===== config.mk =====
export PLATFORM = sky130hd
export DESIGN_NAME = oavg_top
export DESIGN_NICKNAME = d
export VERILOG_FILES = /design/src/design/oavg_pkg.sv /design/src/design/oavg_sync.sv /design/src/design/oavg_top.sv
export SDC_FILE = /design/constraint.sdc
export NUM_CORES = 1
export LEC_CHECK = 0
export ABC_AREA = 1
export ABC_CLOCK_PERIOD_IN_PS = 7350
export BUFFER_PORTS_ARGS = -buffer_cell sky130_fd_sc_hd__buf_2
export CAP_MARGIN = 15
export CORE_AREA = 2 2 161 242
export CTS_CLUSTER_DIAMETER = 50
export DETAILED_ROUTE_END_ITERATION = 10
export DIE_AREA = 0 0 163 244
export PLACE_DENSITY = 0.77
export SLEW_MARGIN = 15
export SYNTH_ARGS = -nofsm -noshare
export SYNTH_HDL_FRONTEND = slang
export SYNTH_SLANG_ARGS = --single-unit

===== constraint.sdc =====
create_clock -name ref_clk -period 7.35 [get_ports ref_clk]
set_input_delay 0.3675 -clock ref_clk [delete_from_list [all_inputs] [get_ports ref_clk]]
set_output_delay 0.3675 -clock ref_clk [all_outputs]
set_load 0.02 [all_outputs]

===== src/design/oavg_pkg.sv =====
package oavg_pkg;

    // --------------------------------------------------------------
    // Widths
    // --------------------------------------------------------------
    localparam int DATA_W = 16;
    localparam int RES_W = 18;
    localparam int ACC_W = 21;
    localparam int WK_W = 24;
    localparam int FIFO_DEPTH = 8;
    localparam int SETUP_W = 16;
    localparam int BOOST_BITS = 2;
    localparam logic [4:0] WIDTH_WIDE = 5'h10;
    localparam logic [4:0] WIDTH_NARROW = 5'h0e;

    // --------------------------------------------------------------
    // Setup word fields
    // --------------------------------------------------------------
    localparam int STYLE_BIT = 9;
    localparam int RATIO_HI = 8;
    localparam int RATIO_LO = 6;
    localparam int REFERENCE_SOURCE_SELECT_BIT = 5;
    localparam int BOOST_BIT = 2;
    localparam logic [SETUP_W-1:0] SETUP_RESET = 16'h0000;

    // --------------------------------------------------------------
    // Ratio codes and styles
    // --------------------------------------------------------------
    localparam logic [2:0] RATIO_OFF = 3'h0;
    localparam logic [2:0] RATIO_MAX_NORMAL = 3'h5;
    localparam logic [2:0] RATIO_MAX_ROLLING = 3'h3;
    localparam logic STYLE_NORMAL = 1'b0;
    localparam logic STYLE_ROLLING = 1'b1;

    // --------------------------------------------------------------
    // Timing
    // --------------------------------------------------------------
    localparam int CLK_MHZ = 100;
    localparam int SAMPLE_KSPS = 3000;
    localparam int SAMPLE_CYC_I = (CLK_MHZ * 1000 + SAMPLE_KSPS - 1) / SAMPLE_KSPS;
    localparam logic [5:0] SAMPLE_CYC = 6'(SAMPLE_CYC_I);
    localparam logic [5:0] TIMER_MAX = 6'h3f;

    typedef enum logic [1:0] {
        ST_IDLE = 2'b00,
        ST_CONV = 2'b01,
        ST_WAIT = 2'b10,
        ST_FINISH = 2'b11
    } oavg_state_t;

endpackage


===== src/design/oavg_sync.sv =====
`timescale 1ns/1ps
`default_nettype none

module oavg_sync #(
    parameter logic RST_VAL = 1'b0
) (
    input wire logic clk,
    input wire logic rst_n,
    input wire logic d,
    output logic q
);

    logic [1:0] stage_r;

    // --------------------------------------------------------------
    // Two-stage capture; only the second stage leaves
    // --------------------------------------------------------------
    always_ff @(posedge clk or negedge rst_n)
    begin
        if (!rst_n)
        begin
            stage_r <= {2{RST_VAL}};
        end
        else
        begin
            stage_r <= {stage_r[0], d};
        end
    end

    assign q = stage_r[1];

endmodule
`default_nettype wire


===== src/design/oavg_top.sv =====
`timescale 1ns/1ps
`default_nettype none

// How it works
// - Normal average sums n conversions and outputs sum divided by n.
// - Accumulator and count are cleared after every normal-average result.
// - Normal average runs when style bit is 0 and ratio code is valid.
// - A new ratio code reaches the active setting two clocks after writing.
// - Ratio code 000 is off; 001 to 101 give 2, 4, 8, 16, 32.
// - Without boost the result is 16 bits, or 14 on the narrow variant.
// - Chip-select fall starts the first sample; the rest are timed internally.
// - Internal extra samples are spaced at the 3 MSPS interval.
// - A result is shifted out on the access after its starting edge.
// - Rolling average runs when style bit is 1 and ratio code is valid.
// - In rolling mode each chip-select fall starts one conversion into the FIFO.
// - The sample FIFO holds eight entries for any ratio.
// - First conversion after reset or reference toggle fills every FIFO entry.
// - Every conversion enters the FIFO whatever the mode settings are.
// - Rolling average outputs sum of newest n FIFO entries divided by n.
// - Rolling mode keeps the FIFO and gives one result per conversion, codes 1-3.
// - Boost with a valid averaging mode widens the result by two bits.
// - Style bit sits at bit 9, ratio field at bits 8 to 6.
// - Results go out twos complement, most significant bit first.
module oavg_top
    import oavg_pkg::*;
(
    input wire logic ref_clk,
    input wire logic nrst,
    input wire logic cs_n,
    input wire logic sclk,
    input wire logic [SETUP_W-1:0] setup_word,
    input wire logic setup_load,
    input wire logic soft_reset_req,
    input wire logic narrow_variant,
    input wire logic conv_done,
    input wire logic [DATA_W-1:0] conv_data,
    output logic conv_start,
    output logic sdo,
    output logic sdo_oe,
    output logic [RES_W-1:0] result_word,
    output logic [4:0] result_width,
    output logic result_ready
);

    typedef struct packed {
        oavg_state_t state;
        logic cs_q;
        logic sclk_q;
        logic [SETUP_W-1:0] setup;
        logic [2:0] ratio_d1;
        logic [2:0] ratio_d2;
        logic ref_q;
        logic primed;
        logic [FIFO_DEPTH-1:0][DATA_W-1:0] fifo;
        logic [ACC_W-1:0] acc;
        logic [5:0] cnt;
        logic [5:0] timer;
        logic seq_avg;
        logic [2:0] seq_code;
        logic [RES_W-1:0] result;
        logic [4:0] width;
        logic [RES_W-1:0] frame;
        logic [RES_W-1:0] shift;
        logic sdo;
        logic sdo_oe;
        logic conv_start;
        logic ready;
    } oavg_regs_t;

    oavg_regs_t st_r;
    oavg_regs_t st_nxt;
    logic rst_n;
    logic cs_s;
    logic sclk_s;

    // --------------------------------------------------------------
    // Reset release and pin capture
    // --------------------------------------------------------------
    oavg_sync #(.RST_VAL(1'b0)) u_rst_sync (
        .clk(ref_clk),
        .rst_n(nrst),
        .d(1'b1),
        .q(rst_n)
    );
    oavg_sync #(.RST_VAL(1'b1)) u_cs_sync (
        .clk(ref_clk),
        .rst_n(rst_n),
        .d(cs_n),
        .q(cs_s)
    );
    oavg_sync #(.RST_VAL(1'b0)) u_sclk_sync (
        .clk(ref_clk),
        .rst_n(rst_n),
        .d(sclk),
        .q(sclk_s)
    );

    // --------------------------------------------------------------
    // Mode decode
    // --------------------------------------------------------------
    logic style;
    logic boost_en;
    logic normal_ok;
    logic roll_ok;
    logic cs_fall;
    logic sclk_fall;

    assign style = st_r.setup[STYLE_BIT];
    assign boost_en = st_r.setup[BOOST_BIT];
    assign normal_ok = (style == STYLE_NORMAL) && (st_r.ratio_d2 != RATIO_OFF)
        && (st_r.ratio_d2 <= RATIO_MAX_NORMAL);
    assign roll_ok = (style == STYLE_ROLLING) && (st_r.ratio_d2 != RATIO_OFF)
        && (st_r.ratio_d2 <= RATIO_MAX_ROLLING);
    assign cs_fall = st_r.cs_q && !cs_s;
    assign sclk_fall = st_r.sclk_q && !sclk_s;

    // --------------------------------------------------------------
    // Next state
    // --------------------------------------------------------------
    always_comb
    begin
        logic signed [ACC_W-1:0] sum_roll;
        logic signed [ACC_W-1:0] sum_sel;
        logic signed [WK_W-1:0] scaled;
        logic signed [WK_W-1:0] quot;
        logic [2:0] sh;
        logic boost;
        logic [4:0] w;
        logic [5:0] need;
        logic start;
        sum_roll = '0;
        sum_sel = '0;
        scaled = '0;
        quot = '0;
        sh = RATIO_OFF;
        boost = 1'b0;
        w = WIDTH_WIDE;
        need = 6'h01;
        start = 1'b0;
        st_nxt = st_r;
        st_nxt.cs_q = cs_s;
        st_nxt.sclk_q = sclk_s;
        st_nxt.conv_start = 1'b0;
        st_nxt.ready = 1'b0;
        st_nxt.sdo_oe = !cs_s;

        if (setup_load)
        begin
            st_nxt.setup = setup_word;
        end
        st_nxt.ratio_d1 = st_r.setup[RATIO_HI:RATIO_LO];
        st_nxt.ratio_d2 = st_r.ratio_d1;
        st_nxt.ref_q = st_r.setup[REFERENCE_SOURCE_SELECT_BIT];

        if (st_r.timer != TIMER_MAX)
        begin
            st_nxt.timer = st_r.timer + 6'h01;
        end

        // Every conversion enters the FIFO
        if (conv_done)
        begin
            if (!st_r.primed)
            begin
                st_nxt.fifo = {FIFO_DEPTH{conv_data}};
            end
            else
            begin
                st_nxt.fifo = {st_r.fifo[FIFO_DEPTH-2:0], conv_data};
            end
            st_nxt.primed = 1'b1;
        end
        // Refill request beats a same-cycle conversion
        if (soft_reset_req || (st_r.ref_q != st_r.setup[REFERENCE_SOURCE_SELECT_BIT]))
        begin
            st_nxt.primed = 1'b0;
        end

        // Sequencer
        unique case (st_r.state)
            ST_IDLE:
            begin
                if (cs_fall)
                begin
                    start = 1'b1;
                    st_nxt.seq_avg = normal_ok;
                    st_nxt.seq_code = st_r.ratio_d2;
                    st_nxt.acc = '0;
                    st_nxt.cnt = '0;
                    st_nxt.state = ST_CONV;
                end
            end
            ST_CONV:
            begin
                if (conv_done)
                begin
                    if (st_r.seq_avg)
                    begin
                        need = 6'h01 << st_r.seq_code;
                        st_nxt.acc = st_r.acc + {{(ACC_W-DATA_W){conv_data[DATA_W-1]}}, conv_data};
                        st_nxt.cnt = st_r.cnt + 6'h01;
                        if (st_r.cnt + 6'h01 == need)
                        begin
                            st_nxt.state = ST_FINISH;
                        end
                        else if (st_r.timer >= SAMPLE_CYC - 6'h01)
                        begin
                            start = 1'b1;
                        end
                        else
                        begin
                            st_nxt.state = ST_WAIT;
                        end
                    end
                    else
                    begin
                        st_nxt.state = ST_FINISH;
                    end
                end
            end
            ST_WAIT:
            begin
                if (st_r.timer >= SAMPLE_CYC - 6'h01)
                begin
                    start = 1'b1;
                    st_nxt.state = ST_CONV;
                end
            end
            ST_FINISH:
            begin
                for (int i = 0; i < FIFO_DEPTH; i++)
                begin
                    if (i < (1 << st_r.ratio_d2))
                    begin
                        sum_roll = sum_roll + {{(ACC_W-DATA_W){st_r.fifo[i][DATA_W-1]}}, st_r.fifo[i]};
                    end
                end
                if (st_r.seq_avg)
                begin
                    sum_sel = signed'(st_r.acc);
                    sh = st_r.seq_code;
                    boost = boost_en;
                end
                else if (roll_ok)
                begin
                    sum_sel = sum_roll;
                    sh = st_r.ratio_d2;
                    boost = boost_en;
                end
                else
                begin
                    sum_sel = {{(ACC_W-DATA_W){st_r.fifo[0][DATA_W-1]}}, st_r.fifo[0]};
                end
                scaled = {{(WK_W-ACC_W){sum_sel[ACC_W-1]}}, sum_sel};
                if (boost)
                begin
                    scaled = scaled <<< BOOST_BITS;
                end
                quot = scaled >>> sh;
                w = narrow_variant ? WIDTH_NARROW : WIDTH_WIDE;
                if (boost)
                begin
                    w = w + 5'(BOOST_BITS);
                end
                st_nxt.result = quot[RES_W-1:0];
                st_nxt.width = w;
                st_nxt.frame = quot[RES_W-1:0] << (5'(RES_W) - w);
                st_nxt.ready = 1'b1;
                st_nxt.acc = '0;
                st_nxt.cnt = '0;
                st_nxt.state = ST_IDLE;
            end
        endcase

        if (start)
        begin
            st_nxt.conv_start = 1'b1;
            st_nxt.timer = '0;
        end

        // Serial readback of the held result
        if (cs_fall)
        begin
            st_nxt.shift = st_r.frame;
            st_nxt.sdo = st_r.frame[RES_W-1];
        end
        else if (!cs_s && sclk_fall)
        begin
            st_nxt.shift = st_r.shift << 1;
            st_nxt.sdo = st_r.shift[RES_W-2];
        end
        else if (cs_s)
        begin
            st_nxt.sdo = 1'b0;
        end

        if (soft_reset_req)
        begin
            st_nxt.state = ST_IDLE;
            st_nxt.acc = '0;
            st_nxt.cnt = '0;
        end
    end

    always_ff @(posedge ref_clk or negedge rst_n)
    begin
        if (!rst_n)
        begin
            st_r <= '0;
        end
        else
        begin
            st_r <= st_nxt;
        end
    end

    assign conv_start = st_r.conv_start;
    assign sdo = st_r.sdo;
    assign sdo_oe = st_r.sdo_oe;
    assign result_word = st_r.result;
    assign result_width = st_r.width;
    assign result_ready = st_r.ready;
endmodule
`default_nettype wire

==> impl_metrics.py <==
metrics = {
    "run_status": {
        "status": "finished, violations left",
        "violations": "setup timing",
    },
    "detailed_routing": {
        "routedWlPerCell_um": 19.2,
        "wl_met1_um": 26000,
        "drt-vias-per-instance": 5.84,
        "drc": 0,
        "postRouteAntennaNets": 0,
        "num_vias": 23733,
        "drt_iter0_drc": 2272,
        "wl_met2_um": 38100,
        "highest_layer": "met4",
        "routed_wl_um": 78100,
        "wl_met3_um": 5260,
        "dr.pass1.iters": 9,
    },
    "timing": {
        "report.final.slew_viol_count": 0,
        "fmax_ghz": 0.0968,
        "finalHoldViolCount": 0,
        "final.setup.tns_ps": -92370,
        "skew_ps": 25.3,
        "worst_slew_pin_slew_ps": 1200,
        "fin_crit_sh_pct": 141,
        "rsz0062_at_grt": "true",
        "setup_viol": 36,
        "worst_slack_ps": -2980,
        "fin_crit_ps": 10330,
        "max_slew_margin_pct": 19.8,
    },
    "worst_hold_path": {
        "hold_path_class": "in2reg",
        "hold_start": "setup_word[6]",
    },
    "place": {
        "place.detailed.hpwl_um": 54700,
        "place_congestion": 1.00,
        "placed_cell_area_mm2": 0.0252,
        "placed_cells": 3885,
        "place.port_buffers": 55,
    },
    "synth": {
        "ys_warn_count": 0,
        "synth_top_flop_cell": "dfrtp_1",
        "synthTopCellsByArea": "dfrtp_1, nand2_1, ha_1",
        "async_flop_share_pct": 100,
        "synthesis.nets": 3130,
        "synth_top_area_share_pct": 30.1,
        "synth_seq_area_share_pct": 30.4,
        "synth_cell_types": 66,
        "netlist_instances": 2924,
        "synth-edff-count": 0,
        "post_synth.cell_area_avg_um2": 7.02,
        "synth-seq-cells": 249,
        "synth_area_mm2": 0.0205,
        "yosysMostFrequentCell": "nand2_1",
        "yosys.area.top_type": "dfrtp_1",
        "yosys-top-cells-count": "nand2_1, a21oi_1, inv_1",
    },
    "grt": {
        "grt-ovfl-total": 0,
        "grt_usage_pct": 38.6,
        "grt_pass1_vias": 24048,
        "grt_max_degree": 150,
        "grt_pass1_wl_um": 121000,
        "grt_antenna_before_repair": 0,
    },
    "clock_network": {
        "clock_path_buffers": 3,
        "clock_sinks": 249,
        "cts-root-buf": "clkbuf_16",
        "clkSlewWorstSetupHoldPaths_ps": 70,
        "cts_tree": "done",
        "numCtsBuffers": 34,
        "htreeDepth": 2,
        "clk_latency_ps": 550,
    },
    "worst_setup_path": {
        "endpoint_kind": "register",
        "cp_max_fo": 4,
        "regToRegStartpoint": "st_r[100]",
        "required_ps": 7770,
        "crit_arrival_ps": 10740,
        "crit_type": "reg2reg",
        "reg2reg_slack_ps": -2980,
        "startpoint": "st_r[100]",
        "cp_slowest_cell": "a21oi_1",
        "startpoint_type": "register",
        "slowest_delay_ps": 420,
    },
    "layout": {
        "diodes": 0,
        "fill_cells": 2639,
        "fin_util_pct": 75.8,
        "fin_cells": 4066,
        "fin_nets": 3758,
        "multi_input_area_mm2": 0.0138,
        "final_area_mm2": 0.0285,
        "ff_latch_area_mm2": 0.00624,
        "area_growth_pct": 38.8,
        "drive_above_1_share_pct": 33.0,
    },
    "floorplan": {
        "pin_count": 67,
        "core_area_mm2": 0.0376,
        "row_count": 87,
        "dieWidth_um": 163,
        "die_h_um": 244,
        "initial_core_util_pct": 54.6,
        "die-area_mm2": 0.0398,
    },
    "run": {
        "cap_viol_max_count": 0,
    },
}
-- metal layers --
metal	track usage, %	vias up
met2	66.9	1165
met3	6.51	512
li1	-	10979
met5	0	-
met1	39.5	11077
met4	34.7	0
-- sequential cells by signal (all words and copies together) (netlist names) --
| register | flops |
|---|---|
| st_nxt | 7 |
| result_width | 3 |
| st_r | 210 |
| sdo | 1 |
| result_ready | 1 |
| u_rst_sync.stage_r | 2 |
| u_cs_sync.stage_r | 2 |
| result_word | 18 |
| u_sclk_sync.stage_r | 2 |
| conv_start | 1 |
| sdo_oe | 1 |
| boost_en | 1 |
-- cell type report --
type / instances / area share [%]
flip-flops and latches: 249 / 21.9
repair buffers: 722 / 18.7
clock buffers: 39 / 3.31
well taps: 489 / 2.15
inverters: 327 / 4.33
clock inverters: 22 / 1.03
multi-input cells: 2218 / 48.5
-- worst paths after layout --
check                                              to  depth (start not counted)
worst max-delay path                         st_r[28]                         60
worst min-delay path                      st_nxt[233]                          2
worst max register to register               st_r[28]                         60
worst min register to register              st_r[104]                          0
max in group asynchronous                   st_r[211]                          1
min in group asynchronous       u_rst_sync.stage_r[1]                          2
-- kinds of logic (layout without fill, tap and decap cells) --
kind of cell,count (synthesis),count (layout),synth area share (%)
other,2,2,0.0366
AOI/OAI and AO/OA,702,702,19.4
DFF,249,249,30.4
buffers and inverters,457,1110,9.25
xor gates and xnor gates,89,89,3.80
muxes,7,7,0.366
and+or+nand+nor,1252,1252,26.3
adders and majority gates,166,166,10.4
-- cells in the final DEF, fill, tap and decap left out, drive strengths merged, types with 10 or more instances in the layout --
cell | netlist | routed
o211ai | 28 | 28
a31oi | 20 | 20
nand2 | 688 | 688
nand4 | 14 | 14
xnor2 | 37 | 37
ha | 158 | 158
a21oi | 346 | 346
o22ai | 12 | 12
a21boi | 13 | 13
inv | 324 | 332
buf | 57 | 719
nor3 | 29 | 29
o21bai | 10 | 10
o31ai | 12 | 12
a22oi | 17 | 17
o21ai | 217 | 217
or2 | 20 | 20
nor2 | 249 | 249
clkinv | 3 | 12
dfrtp | 247 | 247
clkbuf | 73 | 39
xor2 | 52 | 52
nand3 | 236 | 236
-- stage by stage --
stage	hold WS [ps]	worst slack, ps
6_report	50.2	-2980
4_1_cts	41.4	-2360
5_1_grt	40.7	-3490
3_5_place_dp	157	-2950
2_1_floorplan	71.9	-1590
3_3_place_gp	152	-2750
-- what timing repair did --
item / CTS / global route
gates resized for setup: 151 / 110
endpoints found under the hold margin: 4 / 0
buffers inserted: 101 / 15
pin swaps: 95 / 63
endpoints found under the setup margin: 36 / 36
hold buffers: 3 / 0
-- critical path, delay by kind of cell, from the launching register on --
kind	cells	cell delay, ps
AO/OA/AOI/OAI	19	3200
adder cells (fa/ha/maj)	8	2600
AND/OR/NAND/NOR	21	2550
buffers and inverters	10	1140
flip-flops	1	400
XOR/XNOR	2	270
Power is left out: the tool's default activity adds up to more than one toggle a clock period on the data nets, which glitch-free logic cannot reach.
